### config.mk
export PLATFORM = sky130hd
export DESIGN_NAME = pvec_ctrl
export DESIGN_NICKNAME = d
export VERILOG_FILES = /design/src/pvec_pkg.sv /design/src/pvec_strm_if.sv /design/src/pvec_ctrl.sv /design/src/pvec_fifo.sv
export SDC_FILE = /design/constraint.sdc
export NUM_CORES = 1
export LEC_CHECK = 0
export ABC_CLOCK_PERIOD_IN_PS = 4850
export BUFFER_PORTS_ARGS = -buffer_cell sky130_fd_sc_hd__buf_2
export CAP_MARGIN = 25
export CORE_MARGIN = 2
export CORE_UTILIZATION = 45
export CTS_CLUSTER_DIAMETER = 30
export DETAILED_ROUTE_END_ITERATION = 12
export GPL_TIMING_DRIVEN = 0
export SYNTH_ARGS = -nofsm -noshare
export SYNTH_HDL_FRONTEND = slang
export SYNTH_SLANG_ARGS = --single-unit
### constraint.sdc
create_clock -name clk_sys_i -period 4.85 [get_ports clk_sys_i]
set_clock_uncertainty 0.2 [all_clocks]
set_input_delay 0.2425 -clock clk_sys_i [delete_from_list [all_inputs] [get_ports clk_sys_i]]
set_output_delay 0.2425 -clock clk_sys_i [all_outputs]
set_load 0.02 [all_outputs]
### src/pvec_pkg.sv
// shared constants for the preview engine control block
package pvec_pkg;
  // register byte offsets on the bus
  localparam logic [3:0] OFS_CTRL = 4'h0;
  localparam logic [3:0] OFS_HORZ = 4'h4;
  localparam logic [3:0] OFS_VERT = 4'h8;
  // control field positions
  localparam int B_ENABLE   = 0;
  localparam int B_BUSY     = 1;
  localparam int B_SOURCE   = 2;
  localparam int B_SINGLE_FRAME_MODE  = 3;
  localparam int B_WIDTH    = 4;
  localparam int B_ALAW     = 5;
  localparam int B_DSUB     = 6;
  localparam int B_DCAP     = 7;
  localparam int B_MEDIAN   = 8;
  localparam int B_NOISE    = 9;
  localparam int B_CFA      = 10;
  localparam int CTRL_TOP   = 10;
  // window field positions
  localparam int WIN_HI_LSB = 16;
  localparam int WIN_W      = 14;
  // values after reset
  localparam logic [31:0] CTRL_RST = 32'h0000_0000;
  localparam logic [13:0] WIN_RST  = 14'h0000;
  localparam logic [9:0]  DARK_RST = 10'h000;
  // datapath sizes and timing
  localparam int PIX_W       = 10;
  localparam int FIFO_DEPTH  = 16;
  localparam int FIFO_MARGIN = 4;   // in-flight pixels after ready drops
  localparam int SYNC_STAGES = 2;
endpackage : pvec_pkg

### src/pvec_strm_if.sv
// pixel stream carrier between the engine and its output buffer
`timescale 1ns/1ps
`default_nettype none
interface pvec_strm_if #(parameter int W = 10);
  logic [W-1:0] data;
  logic         valid;
  logic         ready;
  modport src (output data, output valid, input ready);
  modport snk (input data, input valid, output ready);
endinterface : pvec_strm_if
`default_nettype wire

### src/pvec_ctrl.sv
// preview engine control registers, windowing and pixel path
`timescale 1ns/1ps
`default_nettype none
// Behaviour
// - separate enables: interpolation, noise filter, a-law
// - median filter only while its bit set
// - enable write clears one-shot and source
// - one-shot bit: single frame, else continuous
// - source bit: video port or sdram fetch
// - busy reads one while processing a frame
// - enable bit sampled at frame start gates that whole frame
module pvec_ctrl
  import pvec_pkg::*;
(
  // clock and reset
  input  wire logic             clk_sys_i,
  input  wire logic             rst_n_i,
  // avalon-mm slave
  input  wire logic [3:0]       avs_address_i,
  input  wire logic             avs_read_i,
  input  wire logic             avs_write_i,
  input  wire logic [31:0]      avs_writedata_i,
  input  wire logic [3:0]       avs_byteenable_i,
  output logic      [31:0]      avs_readdata_o,
  output logic                  avs_waitrequest_o,
  // video port pins from the sensor front controller
  input  wire logic [PIX_W-1:0] vp_pix_i,
  input  wire logic             vp_valid_i,
  input  wire logic             vp_line_i,
  input  wire logic             vp_frame_i,
  // sdram frame fetch stream
  input  wire logic [PIX_W-1:0] sd_pix_i,
  input  wire logic             sd_valid_i,
  input  wire logic             sd_line_i,
  input  wire logic             sd_frame_i,
  output logic                  sd_ready_o,
  // processed pixel output
  output logic      [PIX_W-1:0] px_data_o,
  output logic                  px_valid_o,
  input  wire logic             px_ready_i
);
  localparam int SW = PIX_W + 3;

  // ---- bus slave and registers ----
  logic [31:0]       ctrl_q, ctrl_d, horz_q, horz_d, vert_q, vert_d;
  logic [31:0]       rdata_q, rdata_d, wmask;
  logic              wait_q, wait_d, run_os_q, run_os_d;
  logic              run_sd_q, run_sd_d, busy_q, busy_d;
  logic              acc, wr_ctrl, en_set, frame_end;
  logic [WIN_W-1:0]  sp, ep, sl, el;

  assign sp = horz_q[WIN_HI_LSB +: WIN_W];
  assign ep = horz_q[WIN_W-1:0];
  assign sl = vert_q[WIN_HI_LSB +: WIN_W];
  assign el = vert_q[WIN_W-1:0];

  // byte enables to bit mask
  always_comb begin
    for (int i = 0; i < 4; i++) begin
      wmask[i*8 +: 8] = {8{avs_byteenable_i[i]}};
    end
  end

  // access completes on the edge where waitrequest is low
  always_comb begin
    acc     = (avs_read_i || avs_write_i) && !wait_q;
    wait_d  = !((avs_read_i || avs_write_i) && wait_q);
    wr_ctrl = acc && avs_write_i && avs_address_i == OFS_CTRL;
    en_set  = wr_ctrl && avs_byteenable_i[0]
              && avs_writedata_i[B_ENABLE];
    ctrl_d  = ctrl_q;
    horz_d  = horz_q;
    vert_d  = vert_q;
    run_os_d = run_os_q;
    run_sd_d = run_sd_q;
    // one-shot run drops enable at frame end; a write wins
    if (frame_end && run_os_q) begin
      ctrl_d[B_ENABLE] = 1'b0;
    end
    if (wr_ctrl) begin
      ctrl_d = (ctrl_q & ~wmask) | (avs_writedata_i & wmask);
      ctrl_d[31:CTRL_TOP+1] = '0;
      ctrl_d[B_BUSY] = 1'b0;
    end
    if (en_set) begin
      // mode latched for the run, register bits read back 0
      run_os_d = avs_writedata_i[B_SINGLE_FRAME_MODE];
      run_sd_d = avs_writedata_i[B_SOURCE];
      ctrl_d[B_SINGLE_FRAME_MODE] = 1'b0;
      ctrl_d[B_SOURCE]  = 1'b0;
    end
    if (acc && avs_write_i && avs_address_i == OFS_HORZ) begin
      horz_d = ((horz_q & ~wmask) | (avs_writedata_i & wmask))
               & 32'h3fff_3fff;
    end
    if (acc && avs_write_i && avs_address_i == OFS_VERT) begin
      vert_d = ((vert_q & ~wmask) | (avs_writedata_i & wmask))
               & 32'h3fff_3fff;
    end
    case (avs_address_i)
      OFS_CTRL: begin
        rdata_d = ctrl_q;
        rdata_d[B_BUSY] = busy_q;
      end
      OFS_HORZ: rdata_d = horz_q;
      OFS_VERT: rdata_d = vert_q;
      default:  rdata_d = 32'h0000_0000;
    endcase
    if (!(avs_read_i && wait_q)) begin
      rdata_d = rdata_q;
    end
  end

  always_ff @(posedge clk_sys_i or negedge rst_n_i) begin
    if (!rst_n_i) begin
      ctrl_q   <= CTRL_RST;
      horz_q   <= {2'b00, WIN_RST, 2'b00, WIN_RST};
      vert_q   <= {2'b00, WIN_RST, 2'b00, WIN_RST};
      rdata_q  <= 32'h0000_0000;
      wait_q   <= 1'b1;
      run_os_q <= 1'b0;
      run_sd_q <= 1'b0;
    end else begin
      ctrl_q   <= ctrl_d;
      horz_q   <= horz_d;
      vert_q   <= vert_d;
      rdata_q  <= rdata_d;
      wait_q   <= wait_d;
      run_os_q <= run_os_d;
      run_sd_q <= run_sd_d;
    end
  end

  assign avs_readdata_o    = rdata_q;
  assign avs_waitrequest_o = wait_q;

  // ---- video port synchroniser ----
  logic [SW-1:0] sy1_q, sy2_q;
  always_ff @(posedge clk_sys_i or negedge rst_n_i) begin
    if (!rst_n_i) begin
      sy1_q <= '0;
      sy2_q <= '0;
    end else begin
      sy1_q <= {vp_frame_i, vp_line_i, vp_valid_i, vp_pix_i};
      sy2_q <= sy1_q;
    end
  end

  // ---- source select and frame tracking ----
  logic [PIX_W-1:0] s_pix;
  logic             s_val, s_line, s_frame;
  logic             line_q, frame_q, act_q, act_d;
  logic             line_rise, frame_rise;

  always_comb begin
    if (run_sd_q) begin
      s_pix   = sd_pix_i;
      s_val   = sd_valid_i && sd_ready_o;
      s_line  = sd_line_i;
      s_frame = sd_frame_i;
    end else begin
      s_pix   = sy2_q[PIX_W-1:0];
      s_val   = sy2_q[PIX_W];
      s_line  = sy2_q[PIX_W+1];
      s_frame = sy2_q[PIX_W+2];
    end
    line_rise  = s_line && !line_q;
    frame_rise = s_frame && !frame_q;
    frame_end  = act_q && !s_frame && frame_q;
    // a frame runs only if enabled at its start
    act_d = act_q;
    if (frame_rise) begin
      act_d = ctrl_q[B_ENABLE];
    end else if (frame_end) begin
      act_d = 1'b0;
    end
    busy_d = act_d;
  end

  always_ff @(posedge clk_sys_i or negedge rst_n_i) begin
    if (!rst_n_i) begin
      line_q  <= 1'b0;
      frame_q <= 1'b0;
      act_q   <= 1'b0;
      busy_q  <= 1'b0;
    end else begin
      line_q  <= s_line;
      frame_q <= s_frame;
      act_q   <= act_d;
      busy_q  <= busy_d;
    end
  end

  // ---- stage a: counters, format, window, dark frame ----
  logic [WIN_W-1:0] pcnt_q, pcnt_d, lcnt_q, lcnt_d;
  logic [PIX_W-1:0] fmt, lin, a_pix_q, a_pix_d, dark_q, dark_d;
  logic [14:0]      alaw_sh;
  logic             in_win, a_val_q, a_val_d;

  always_comb begin
    // eight-bit samples sit in the low bits, scaled up
    fmt = ctrl_q[B_WIDTH] ? {s_pix[7:0], 2'b00} : s_pix;
    // segment and mantissa of an eight-bit companded code
    alaw_sh = 15'({1'b1, fmt[6:2]}) << fmt[9:7];
    lin = ctrl_q[B_ALAW] ? alaw_sh[14:5] : fmt;
    in_win = pcnt_q >= sp && pcnt_q <= ep
             && lcnt_q >= sl && lcnt_q <= el;
    pcnt_d = line_rise ? '0 : (s_val ? pcnt_q + 1'b1 : pcnt_q);
    lcnt_d = frame_rise ? '0 : (line_rise ? lcnt_q + 1'b1 : lcnt_q);
    dark_d = dark_q;
    a_val_d = 1'b0;
    a_pix_d = a_pix_q;
    if (act_q && s_val && in_win && !line_rise) begin
      if (ctrl_q[B_DCAP]) begin
        dark_d = lin;
      end else begin
        a_val_d = 1'b1;
        a_pix_d = (ctrl_q[B_DSUB] && lin > dark_q) ? lin - dark_q
                : (ctrl_q[B_DSUB] ? '0 : lin);
      end
    end
  end

  always_ff @(posedge clk_sys_i or negedge rst_n_i) begin
    if (!rst_n_i) begin
      pcnt_q  <= '0;
      lcnt_q  <= '0;
      dark_q  <= DARK_RST;
      a_val_q <= 1'b0;
      a_pix_q <= '0;
    end else begin
      pcnt_q  <= pcnt_d;
      lcnt_q  <= lcnt_d;
      dark_q  <= dark_d;
      a_val_q <= a_val_d;
      a_pix_q <= a_pix_d;
    end
  end

  // ---- stage b: noise, interpolation, median ----
  logic [PIX_W-1:0] p1_q, p1_d, p2_q, p2_d, nf, cf, md, b_pix_q, b_pix_d;
  logic [PIX_W:0]   sum_n, sum_c;
  logic             b_val_q, b_val_d;

  always_comb begin
    sum_n = {1'b0, a_pix_q} + {1'b0, p1_q};
    sum_c = {1'b0, a_pix_q} + {1'b0, p2_q};
    nf = ctrl_q[B_NOISE] ? sum_n[PIX_W:1] : a_pix_q;
    cf = ctrl_q[B_CFA] ? sum_c[PIX_W:1] : nf;
    // median of current and two previous samples
    // inclusive bounds so equal samples still pick the shared value
    if ((cf >= p1_q && cf <= p2_q) || (cf <= p1_q && cf >= p2_q)) begin
      md = cf;
    end else if ((p1_q >= cf && p1_q <= p2_q)
                 || (p1_q <= cf && p1_q >= p2_q)) begin
      md = p1_q;
    end else begin
      md = p2_q;
    end
    b_pix_d = ctrl_q[B_MEDIAN] ? md : cf;
    b_val_d = a_val_q;
    p1_d = a_val_q ? a_pix_q : p1_q;
    p2_d = a_val_q ? p1_q : p2_q;
  end

  always_ff @(posedge clk_sys_i or negedge rst_n_i) begin
    if (!rst_n_i) begin
      p1_q    <= '0;
      p2_q    <= '0;
      b_pix_q <= '0;
      b_val_q <= 1'b0;
    end else begin
      p1_q    <= p1_d;
      p2_q    <= p2_d;
      b_pix_q <= b_pix_d;
      b_val_q <= b_val_d;
    end
  end

  // ---- output buffer ----
  pvec_strm_if #(.W(PIX_W)) fin_s ();
  pvec_strm_if #(.W(PIX_W)) fout_s ();
  assign fin_s.data   = b_pix_q;
  assign fin_s.valid  = b_val_q;
  assign fout_s.ready = px_ready_i;
  assign sd_ready_o   = fin_s.ready;
  assign px_data_o    = fout_s.data;
  assign px_valid_o   = fout_s.valid;

  pvec_fifo #(
    .W      (PIX_W),
    .D      (FIFO_DEPTH),
    .MARGIN (FIFO_MARGIN)
  ) u_fifo (
    .clk_sys_i (clk_sys_i),
    .rst_n_i   (rst_n_i),
    .in_s      (fin_s),
    .out_s     (fout_s)
  );
endmodule : pvec_ctrl
`default_nettype wire

### src/pvec_fifo.sv
// pixel fifo with registered read data and early ready
`timescale 1ns/1ps
`default_nettype none
module pvec_fifo
  import pvec_pkg::*;
#(
  parameter int W      = PIX_W,
  parameter int D      = FIFO_DEPTH,
  parameter int MARGIN = FIFO_MARGIN
) (
  // clock and reset
  input  wire logic clk_sys_i,
  input  wire logic rst_n_i,
  // filling and draining sides
  pvec_strm_if.snk  in_s,
  pvec_strm_if.src  out_s
);
  localparam int AW = $clog2(D);
  logic [W-1:0]  mem_q [D];
  logic [AW-1:0] wp_q, wp_d, rp_q, rp_d;
  logic [AW:0]   cnt_q, cnt_d;
  logic          room_q, room_d, ov_q, ov_d;
  logic [W-1:0]  od_q, od_d;
  logic          push, pop;

  assign in_s.ready  = room_q;
  assign out_s.valid = ov_q;
  assign out_s.data  = od_q;

  // pointer, count and output stage next values
  always_comb begin
    push   = in_s.valid && (cnt_q < (AW+1)'(D));
    pop    = (cnt_q != '0) && (!ov_q || out_s.ready);
    wp_d   = push ? wp_q + 1'b1 : wp_q;
    rp_d   = pop ? rp_q + 1'b1 : rp_q;
    cnt_d  = cnt_q + (AW+1)'(push) - (AW+1)'(pop);
    room_d = cnt_d <= (AW+1)'(D - MARGIN);
    ov_d   = pop ? 1'b1 : (out_s.ready ? 1'b0 : ov_q);
    od_d   = pop ? mem_q[rp_q] : od_q;
  end

  always_ff @(posedge clk_sys_i or negedge rst_n_i) begin
    if (!rst_n_i) begin
      wp_q   <= '0;
      rp_q   <= '0;
      cnt_q  <= '0;
      room_q <= 1'b0;
      ov_q   <= 1'b0;
      od_q   <= '0;
    end else begin
      wp_q   <= wp_d;
      rp_q   <= rp_d;
      cnt_q  <= cnt_d;
      room_q <= room_d;
      ov_q   <= ov_d;
      od_q   <= od_d;
    end
  end

  // storage array, no reset needed
  always_ff @(posedge clk_sys_i) begin
    if (push) begin
      mem_q[wp_q] <= in_s.data;
    end
  end
endmodule : pvec_fifo
`default_nettype wire

Word level (Yosys, flattened, before mapping)

Memories as Yosys holds them, arrays and structs flattened. A register that Yosys moved wholly into a read port is not among the register bits.
Cells that the tools add are included.

RAM bits: 160
Input bits: 71
Bits in latches: 0
Output and inout bits: 45
ROM bits: 0
Logic and storage cells: 144
Register bits after elaboration: 225
Memories: 1

Equality and inequality tests: 2
Div/mod/pow operators: 0
Bitwise operators: 9
Reductions and logical operators: 50
$lt $le $gt $ge: 15
Multipliers: 0
$add $sub $neg: 9
Mux-type cells: 29
Shift operators: 1

Memory list:

| memory       | words | bits a word | rd ports | clocked after memory_dff | write ports | line            | RTL |
|---|---|---|---|---|---|---|---|
| u_fifo.mem_q | 16    | 10          | 1        | 1                        | 1           | pvec_fifo.sv:19 | `logic [W-1:0] mem_q [D];` |

Operators by type and width:

| kind                  | number |
|---|---|
| $mux 10               | 10 |
| $and 30x30->30        | 3 |
| $pmux 30 s3           | 1 |
| $or 30x30->30         | 2 |
| $mux 14               | 4 |
| $ge 10x10->1          | 4 |
| $le 10x10->1          | 4 |
| $not 30->30           | 1 |
| $add 14x1->14 const B | 2 |
| $ge 14x14->1          | 2 |
| $le 14x14->1          | 2 |
| $logic_and 1x1->1     | 28 |
| $add 10x10->11        | 2 |
| $shl 6x3->15          | 1 |
| $mux 1                | 12 |
| $reduce_bool 2->1     | 6 |
| $and 11x11->11        | 1 |
| $or 11x11->11         | 1 |
| $gt 10x10->1          | 1 |
| $sub 10x10->10        | 1 |
| $add 4x1->4 const B   | 2 |
| $logic_not 1->1       | 8 |
| $add 5x1->5           | 1 |
| $le 5x4->1 const B    | 1 |
| 11 further kinds      | 15 |

Logic depth before layout (Yosys ltp)

Gate-level depths: netlist (run 1).

Depth after elaboration: 9
Gate-level depth with buffers: 22
Mapped depth without buffers: 21

Cells and area by module

From an unflattened synthesis (run 1), not the netlist that was laid out.

Cell total of the unflattened synthesis: 1,615
Area, all modules: 19,560.0 µm²

Modules (own cells, without submodules):

| module    | cells each | instances | area each (µm²) | seq. area each (µm²) |
|---|---|---|---|---|
| pvec_ctrl | 1,251      | 1         | 12,112.9        | 5,156.2 |
| pvec_fifo | 364        | 1         | 7,447.1         | 5,430.2 |

Worst setup path before layout (run 1)

Ideal clock, no wire load.

Kind: flip-flop to flip-flop
Start: register a_pix_q[0]
End: register b_pix_q[9]
Stages on the path, launching flop included: 21
Required time: 4.509 ns
Setup slack: 0.019 ns
Library setup time: 0.141 ns
Clock period less this slack: 4.831 ns
Data arrival time: 4.490 ns
Path buffers: 1
Path through: dfrtp_1 > and2_1 > fa_1 > a21o_1 > a21oi_1 > o21bai_1 > a21oi_1 > o21bai_1 > a21oi_1 > xnor2_1 > mux2_2 > o21ai_0 > ha_1 > or4_1 > a221o_1 > maj3_1 > a21oi_2 > xor2_1 > or3_1 > buf_6 > mux2i_1

Longest elaborated chain between the ends: 9
Elaborated cells between the ends (all ways): 19
Classes of those cells: add/sub (2); order compare (6); mux (5); reduce/logical (6)

Ends and longest elaborated chain:

| element                                      | line                               | RTL |
|---|---|---|
| from (decl)                                  | pvec_ctrl.sv:196                   | `logic [PIX_W-1:0] fmt, lin, a_pix_q, a_pix_d, dark_q, dark_d;` |
| from (signal assigned)                       | pvec_ctrl.sv:236                   | `a_pix_q <= a_pix_d;` |
| $add 10x10->11                               | pvec_ctrl.sv:246                   | `sum_n = {1'b0, a_pix_q} + {1'b0, p1_q};` |
| $mux 10                                      | pvec_ctrl.sv:248                   | `nf = ctrl_q[B_NOISE] ? sum_n[PIX_W:1] : a_pix_q;` |
| $mux 10 (*)                                  | pvec_ctrl.sv:249                   | `cf = ctrl_q[B_CFA] ? sum_c[PIX_W:1] : nf;` |
| $ge 10x10->1 or $le 10x10->1 (tied branches) | pvec_ctrl.sv:254, pvec_ctrl.sv:255 |  |
| $logic_and 1x1->1, on equally long branches  | pvec_ctrl.sv:254, pvec_ctrl.sv:255 |  |
| $logic_or 1x1->1                             | pvec_ctrl.sv:255                   | `\|\| (p1_q <= cf && p1_q >= p2_q)) begin` |
| $mux 10                                      | pvec_ctrl.sv:254                   | `end else if ((p1_q >= cf && p1_q <= p2_q)` |
| $mux 10                                      | pvec_ctrl.sv:252                   | `if ((cf >= p1_q && cf <= p2_q) \|\| (cf <= p1_q && cf >= p2_q)) begin` |
| $mux 10 (*)                                  | pvec_ctrl.sv:260                   | `b_pix_d = ctrl_q[B_MEDIAN] ? md : cf;` |
| named net b_pix_d[9]                         | pvec_ctrl.sv:241                   | `logic [PIX_W-1:0] p1_q, p1_d, p2_q, p2_d, nf, cf, md, b_pix_q, b_pix_d;` |
| to (signal assigned)                         | pvec_ctrl.sv:275                   | `b_pix_q <= b_pix_d;` |
| to (decl)                                    | pvec_ctrl.sv:241                   |  |

The timed path passes the listed nets; every way through them passes the cells marked *.
A chain may end at the register's enable or synchronous reset.

Worst setup path after layout (run 1)

Start: register a_pix_q[0]
End: register b_pix_q[4]

Same word-level chain as after synthesis.

==> flow_metrics.py, run 1 <==
metrics = {
    "setup_path": {
        "crit_arrival_ns": 5.24,
        "critPathLaunch": "a_pix_q[0]",
        "worstPathRequired_ns": 5.14,
        "r2r_cells": 21,
        "max_stage_delay_ns": 0.47,
        "rrSetupSlack_ns": -0.10,
        "r2r-end": "b_pix_q[4]",
        "crit_type": "reg2reg",
        "critPathMaxFanout": 5,
        "crit_slowest_cell": "or4_1",
        "end_kind": "register",
        "path_cells": "and2_4 -> fa_2 -> a21o_1 -> a21oi_2 -> o21bai_1 -> a21oi_2 -> o21bai_1 -> a21oi_2 -> xnor2_1 -> mux2_4 -> o21ai_4 -> ha_2 -> or4_1 -> a221o_1 -> maj3_2 -> a21oi_4 -> buf_6 -> mux2i_4 -> buf_8 -> mux2i_2 -> mux2i_4",
        "crit_path_start_kind": "register",
        "crit_path_end": "b_pix_q[4]",
        "crit_top_cell": "a21oi_2",
        "timing.rr.start": "a_pix_q[0]",
    },
    "drt": {
        "first_iter_violations": 992,
        "postRouteAntennaNets": 0,
        "avgViaCountPerCell": 5.48,
        "routed_wl_mm": 49.5,
        "vias": 13697,
        "wire_per_inst_um": 19.8,
        "drc": 0,
        "drt_pre_antenna_iters": 7,
    },
    "floorplan": {
        "design.core.area_um2": 42800,
        "die_w_um": 212,
        "boundaryPins": 116,
        "initial_core_util_pct": 45.3,
        "rows": 76,
        "die_y_um": 212,
        "die-area_um2": 44800,
    },
    "sta": {
        "fin_ws_ns": -0.102,
        "hold_violations": 0,
        "rsz0062_at_grt": "yes",
        "worstMarginPinSlew_ns": 1.03,
        "fin_crit_ns": 4.95,
        "slew_headroom_pct": 30.8,
        "fin_hold_ws_ns": 0.0535,
        "period_share_pct": 102,
        "slew_viol_final": 0,
        "fmax_mhz": 202,
        "setup_viol": 10,
    },
    "global_route": {
        "first_global_vias": 14357,
        "grt-ovfl-total": 0,
        "grt_usage_pct": 23.0,
        "grt_pass1_wl_mm": 78.8,
        "antenna_found_initial": 1,
        "grt_max_degree": 118,
    },
    "synth": {
        "ys.flop_type": "dfrtp_1",
        "synth_top_area_share_pct": 29.7,
        "postSynthCellCount": 1588,
        "synth-edff-count": 160,
        "synth_top_cell_by_area": "dfrtp_1",
        "ys_ff_latch": 391,
        "synthDistinctLibCells": 74,
        "yosysSeqAreaShare_pct": 54.6,
        "synthArstFlopShare_pct": 59.1,
        "synth-warning-count": 0,
        "syn_area_um2": 19400,
        "syn_area_per_cell_um2": 12.2,
        "yosys-top-cells-area": "dfrtp_1 30%, edfxtp_1 25%, ha_1 8.1%",
    },
    "run": {
        "maxCapViolCount": 0,
    },
    "power": {
        "pwr-share-seq_pct": 32.0,
        "p_int_w": 0.00908,
        "peakVddDrop_mv": 0.399,
        "sw_frac_of_total_pct": 26.8,
        "p_leak_nw": 11.2,
        "power_density_nw_per_um2": 495,
        "power.clock.fraction_pct": 50.6,
        "switching_power_w": 0.00332,
        "combPwrFrac_pct": 17.4,
    },
    "clock_tree": {
        "htree_num_levels": 3,
        "cts_sinks": 391,
        "ctsLongestPathBuffers": 3,
        "clkSlewWorstSetupHoldPaths_ns": 0.05,
        "clk_latency_ns": 0.62,
        "cts_tree": "done",
        "cts_root_buf": "clkbuf_16",
        "numCtsBuffers": 91,
    },
    "run_status": {
        "status": "finished, violations left",
        "violations": "negative setup slack",
    },
    "placement": {
        "dpl.hpwl_mm": 34.8,
        "post-place-ws_ns": -0.814,
        "numPortBuffers": 107,
        "dpl_cell_area_um2": 20700,
        "dpl.cell_count": 2246,
        "gp_congestion": 0.869,
    },
    "final_layout": {
        "layout_commonest_cell": "dfrtp_1",
        "drive_above_1_share_pct": 23.6,
        "num-nets-final": 2077,
        "layout_common_cells": "223 x dfrtp_1, 160 x edfxtp_1, 147 x nand2_1, 136 x inv_1, 123 x o21ai_0",
        "n_fill_cell": 3444,
        "fin_cells": 2499,
        "area_growth_pct": 29.3,
        "seq_area_um2": 10600,
        "design_area_um2": 25100,
        "multi_input_area_um2": 8370,
        "antenna_cells": 0,
    },
    "worst_hold_path": {
        "hold_path_class": "in2reg",
    },
}
==> worst max-delay path: cells and delay by family (launching register included) <==
| family | cells | cell delay [ns] |
|---|---|---|
| fa+ha+maj | 3 | 0.88 |
| mux | 4 | 0.84 |
| flops | 1 | 0.42 |
| buf+inv | 2 | 0.31 |
| compound gates | 9 | 1.39 |
| xor+xnor | 1 | 0.13 |
| simple gates | 2 | 0.63 |
==> repair_timing <==
| action | in CTS | in global routing |
|---|---|---|
| gates cloned | 2 | 0 |
| gates resized for setup | 66 | 27 |
| hold buffers | 56 | 0 |
| endpoints found under the hold margin | 199 | 0 |
| setup endpoints to repair | 20 | 20 |
| setup buffers | 9 | 16 |
| pin swaps | 6 | 9 |
==> cells by family after synthesis <==
group | Yosys count | synth area share (%)
AND/OR/NAND/NOR | 354 | 8.75
buffers and inverters | 202 | 4.06
multiplexers | 149 | 11.7
flip-flops | 391 | 54.6
AO/OA/AOI/OAI | 313 | 10.2
other | 1 | 0.0193
XOR/XNOR | 47 | 2.12
adder cells (fa/ha/maj) | 131 | 8.58
==> final cells by class <==
type | instances | share of cell area [%]
inverters | 136 | 2.04
multi-input cells | 998 | 33.4
well taps | 546 | 2.72
clock inverters | 52 | 2.83
repair buffers | 193 | 5.62
clock buffers | 117 | 9.95
plain buffers | 66 | 1.23
flip-flops and latches | 391 | 42.2
==> stage by stage <==
stage / power [W] / utilization (%) / setup TNS (ns)
after floorplan: 0.00538 / - / 0
after global placement: 0.00597 / 48.2 / -216.83
after detailed placement: 0.00602 / 48.3 / -10.58
after CTS: 0.0125 / 58.1 / -0.811
after global routing: 0.0129 / 58.6 / -2.84
final: 0.0124 / 58.6 / -0.750
==> Yosys cell counts, types with 3 or more instances <==
master	number
a21boi_0	5
nand3_1	14
fa_1	4
buf_4	4
nor3_1	13
nor2_1	60
mux4_2	57
o21bai_1	7
nor3b_1	4
o22ai_1	6
clkbuf_1	48
o32ai_1	4
ha_1	125
o31ai_1	4
o41ai_1	3
nor2b_1	12
nand3b_1	4
edfxtp_1	160
nor4b_1	4
a222oi_1	12
dfrtp_1	230
buf_2	5
a21o_1	18
xnor2_1	24
mux2_2	46
or3_1	11
a21oi_1	58
and3_1	16
o21a_1	11
a31oi_1	7
o21ai_0	129
nand2_1	147
buf_1	8
nand2b_1	10
and2_1	19
inv_1	136
o211ai_1	3
mux2i_1	44
a211oi_1	4
nand4_1	32
xor2_1	23
a22oi_1	17
==> power groups by stage <==
| stage | Combinational, W | Sequential (W) | Clock, W |
|---|---|---|---|
| 2_1_floorplan | 0.00138 | 0.00400 | 0 |
| 3_3_place_gp | 0.00197 | 0.00401 | 0 |
| 3_5_place_dp | 0.00200 | 0.00402 | 0 |
| 4_1_cts | 0.00213 | 0.00397 | 0.00636 |
| 5_1_grt | 0.00239 | 0.00401 | 0.00654 |
| 6_report | 0.00216 | 0.00397 | 0.00628 |
==> worst min-delay path by stage <==
stage,start,endpoint,slack (ns),cells past startpoint
floorplan,rst_n_i,asynchronous set/reset pin,-0.25,0
global placement,sy1_q[12],sy2_q[12],0.13,0
detailed placement,sy1_q[9],sy2_q[9],0.13,0
CTS,avs_address_i[2],register,0.02,5
global route,vp_pix_i[4],sy1_q[4],0.06,2
finish,avs_address_i[2],register,0.05,5
==> per-layer routing <==
metal	part of all wire (%)	track usage, %	wire (µm)
met4	2.3	7.63	1130
met5	0.016	0	8
met2	51	40.7	25300
met1	42	28.1	20600
met3	4.9	4.85	2410
(Power assumes the default switching activity.)
==> run 2: changes to the inputs <==
- CORE_ASPECT_RATIO: unset -> 1.4
- TNS_END_PERCENT: unset -> 20
==> run 2 against run 1 <==
Effect of this change:
- the flow still finishes with violations (negative setup slack)
- wire length rose by 1.5%
- largest cell class unchanged
- first-iteration DRC count fell by 23%
- die area barely moved
- critical path type unchanged
- non-clock buffer count fell by 2
- sequential cell count did not move
- register-to-register slack improved by 0.02 ns
- core utilization fell by 1.8 points
- total power fell by 9.2%
- setup slack improved by 0.019 ns
==> flow_metrics.py, run 2 (synthesized netlist as in run 1, its figures left out) <==
metrics = {
    "run_status": {
        "status": "finished, violations left",
        "violations": "negative setup slack",
    },
    "final_layout": {
        "final_util_pct": 56.8,
        "drive_above_1_share_pct": 22.6,
        "antenna_cells": 0,
        "design_area_um2": 24300,
        "layout_common_cells": "224 x dfrtp_1, 160 x edfxtp_1, 147 x nand2_1, 136 x inv_1, 123 x o21ai_0",
        "num-nets-final": 2055,
        "seq_area_um2": 10600,
        "multi_input_area_um2": 8310,
        "fin_cells": 2463,
        "n_fill_cell": 3525,
        "area_growth_pct": 25.3,
        "layout_commonest_cell": "dfrtp_1",
    },
    "placement": {
        "dpl.cell_count": 2254,
        "dpl.hpwl_mm": 36.3,
        "dpl_cell_area_um2": 20700,
        "gp_congestion": 0.868,
        "numPortBuffers": 107,
    },
    "drt": {
        "routed_wl_mm": 50.2,
        "postRouteAntennaNets": 0,
        "vias": 13516,
        "first_iter_violations": 762,
        "wire_per_inst_um": 20.4,
        "drc": 0,
        "drt_pre_antenna_iters": 6,
        "avgViaCountPerCell": 5.49,
    },
    "global_route": {
        "met3_usage_pct": 3.68,
        "antenna_found_initial": 0,
        "grt_use_met1_pct": 23.5,
        "grt_max_degree": 113,
        "grt_pass1_wl_mm": 79.2,
        "grt_usage_pct": 22.8,
        "grt-ovfl-total": 0,
        "use_met2_pct": 44.1,
        "busiest_layer": "met2",
        "first_global_vias": 14419,
    },
    "setup_path": {
        "crit_path_start_kind": "register",
        "r2r-end": "b_pix_q[6]",
        "end_kind": "register",
        "max_stage_delay_ns": 0.47,
        "crit_top_cell": "a21oi_2",
        "crit_type": "reg2reg",
        "path_cells": "and2_4 -> fa_2 -> a21o_1 -> a21oi_2 -> o21bai_1 -> a21oi_2 -> o21bai_1 -> a21oi_2 -> xnor2_1 -> mux2_4 -> o21ai_4 -> ha_2 -> or4_1 -> a221o_1 -> maj3_2 -> a21oi_4 -> mux2i_2 -> buf_6 -> mux2i_4 -> mux2i_4",
        "timing.rr.start": "a_pix_q[0]",
        "rrSetupSlack_ns": -0.08,
        "crit_arrival_ns": 5.19,
        "crit_slowest_cell": "or4_1",
        "worstPathRequired_ns": 5.11,
        "r2r_cells": 20,
        "critPathMaxFanout": 5,
    },
    "sta": {
        "fin_ws_ns": -0.0826,
        "slew_headroom_pct": 36.3,
        "slew_viol_final": 0,
        "rsz0062_at_grt": "yes",
        "fin_crit_ns": 4.93,
        "setup_viol": 10,
        "fmax_mhz": 203,
        "hold_violations": 0,
        "fin_hold_ws_ns": 0.0675,
        "worstMarginPinSlew_ns": 0.956,
        "period_share_pct": 102,
    },
    "floorplan": {
        "rows": 90,
        "die_y_um": 250,
        "initial_core_util_pct": 45.3,
        "design.core.area_um2": 42800,
        "boundaryPins": 116,
        "die-area_um2": 44800,
        "die_w_um": 179,
    },
    "power": {
        "power_density_nw_per_um2": 463,
        "totalPowerFinal_w": 0.0113,
        "p_leak_nw": 10.9,
        "peakVddDrop_mv": 0.445,
    },
    "clock_tree": {
        "cts_sinks": 391,
        "cts_root_buf": "clkbuf_16",
        "cts_tree": "done",
        "ctsLongestPathBuffers": 3,
        "htree_num_levels": 3,
        "clk_latency_ns": 0.59,
        "clkSlewWorstSetupHoldPaths_ns": 0.06,
        "numCtsBuffers": 71,
    },
    "worst_hold_path": {
        "min-delay-start": "avs_byteenable_i[2]",
        "min_delay_path_depth": 5,
        "hold_path_class": "in2reg",
    },
    "run": {
        "maxCapViolCount": 0,
    },
}
[run 2: per-stage QoR]
stage                     TNS (ns)  setup WS (ns)
final                       -0.419        -0.0826
after global placement     -240.11          -1.05
after floorplan                  0         0.0191
after global routing         -2.30         -0.252
after detailed placement    -11.22         -0.744
after CTS                   -0.454        -0.0877
[run 2: report_power, final]
part	internal (W)	total [W]	switching (W)	leakage, nW
logic	0.000974	0.00216	0.00119	5.21
registers	0.00374	0.00397	0.000234	4.46
clock network	0.00331	0.00513	0.00182	1.19
total	0.00802	0.0113	0.00324	10.9
[run 2: worst max-delay path, delay by kind of cell (launching register included)]
kind            cells  cell delay, ns
compound gates      9            1.48
fa+ha+maj           3            0.88
mux                 4            0.83
simple gates        2            0.64
flops               1            0.43
buf+inv             1            0.21
xor+xnor            1            0.13
[run 2: per-layer routing]
layer	up-vias	part of all wire, %
met4	0	4.7
li1	6353	-
met5	-	0
met2	337	56
met3	130	3.6
met1	6696	36
[run 2: cell type report]
| type | instances | area share [%] |
|---|---|---|
| plain buffers | 66 | 1.26 |
| clock buffers | 80 | 7.66 |
| clock inverters | 49 | 2.64 |
| inverters | 136 | 2.10 |
| multi-input cells | 998 | 34.2 |
| flip-flops and latches | 391 | 43.6 |
| well taps | 552 | 2.84 |
| repair buffers | 191 | 5.74 |
[run 2: worst max-delay path by stage]
stage / cells past startpoint / from / slack (ns) / to
after global routing: 21 / a_pix_q[1] / -0.25 / b_pix_q[2]
after detailed placement: 21 / a_pix_q[0] / -0.74 / b_pix_q[6]
after floorplan: 20 / a_pix_q[0] / 0.02 / b_pix_q[9]
after global placement: 1 / rst_n_i / -1.05 / avs_readdata_o[28]
final: 20 / a_pix_q[0] / -0.08 / b_pix_q[6]
after CTS: 20 / a_pix_q[0] / -0.09 / b_pix_q[6]
[run 2: what timing repair did]
item                                   4_1_cts  5_1_grt
pin swaps                                   14       18
buffers inserted                            10       14
setup endpoints to repair                   20       20
hold buffers                                52        0
resized for setup                           53       23
gates cloned                                 2        0
endpoints found under the hold margin      204        0
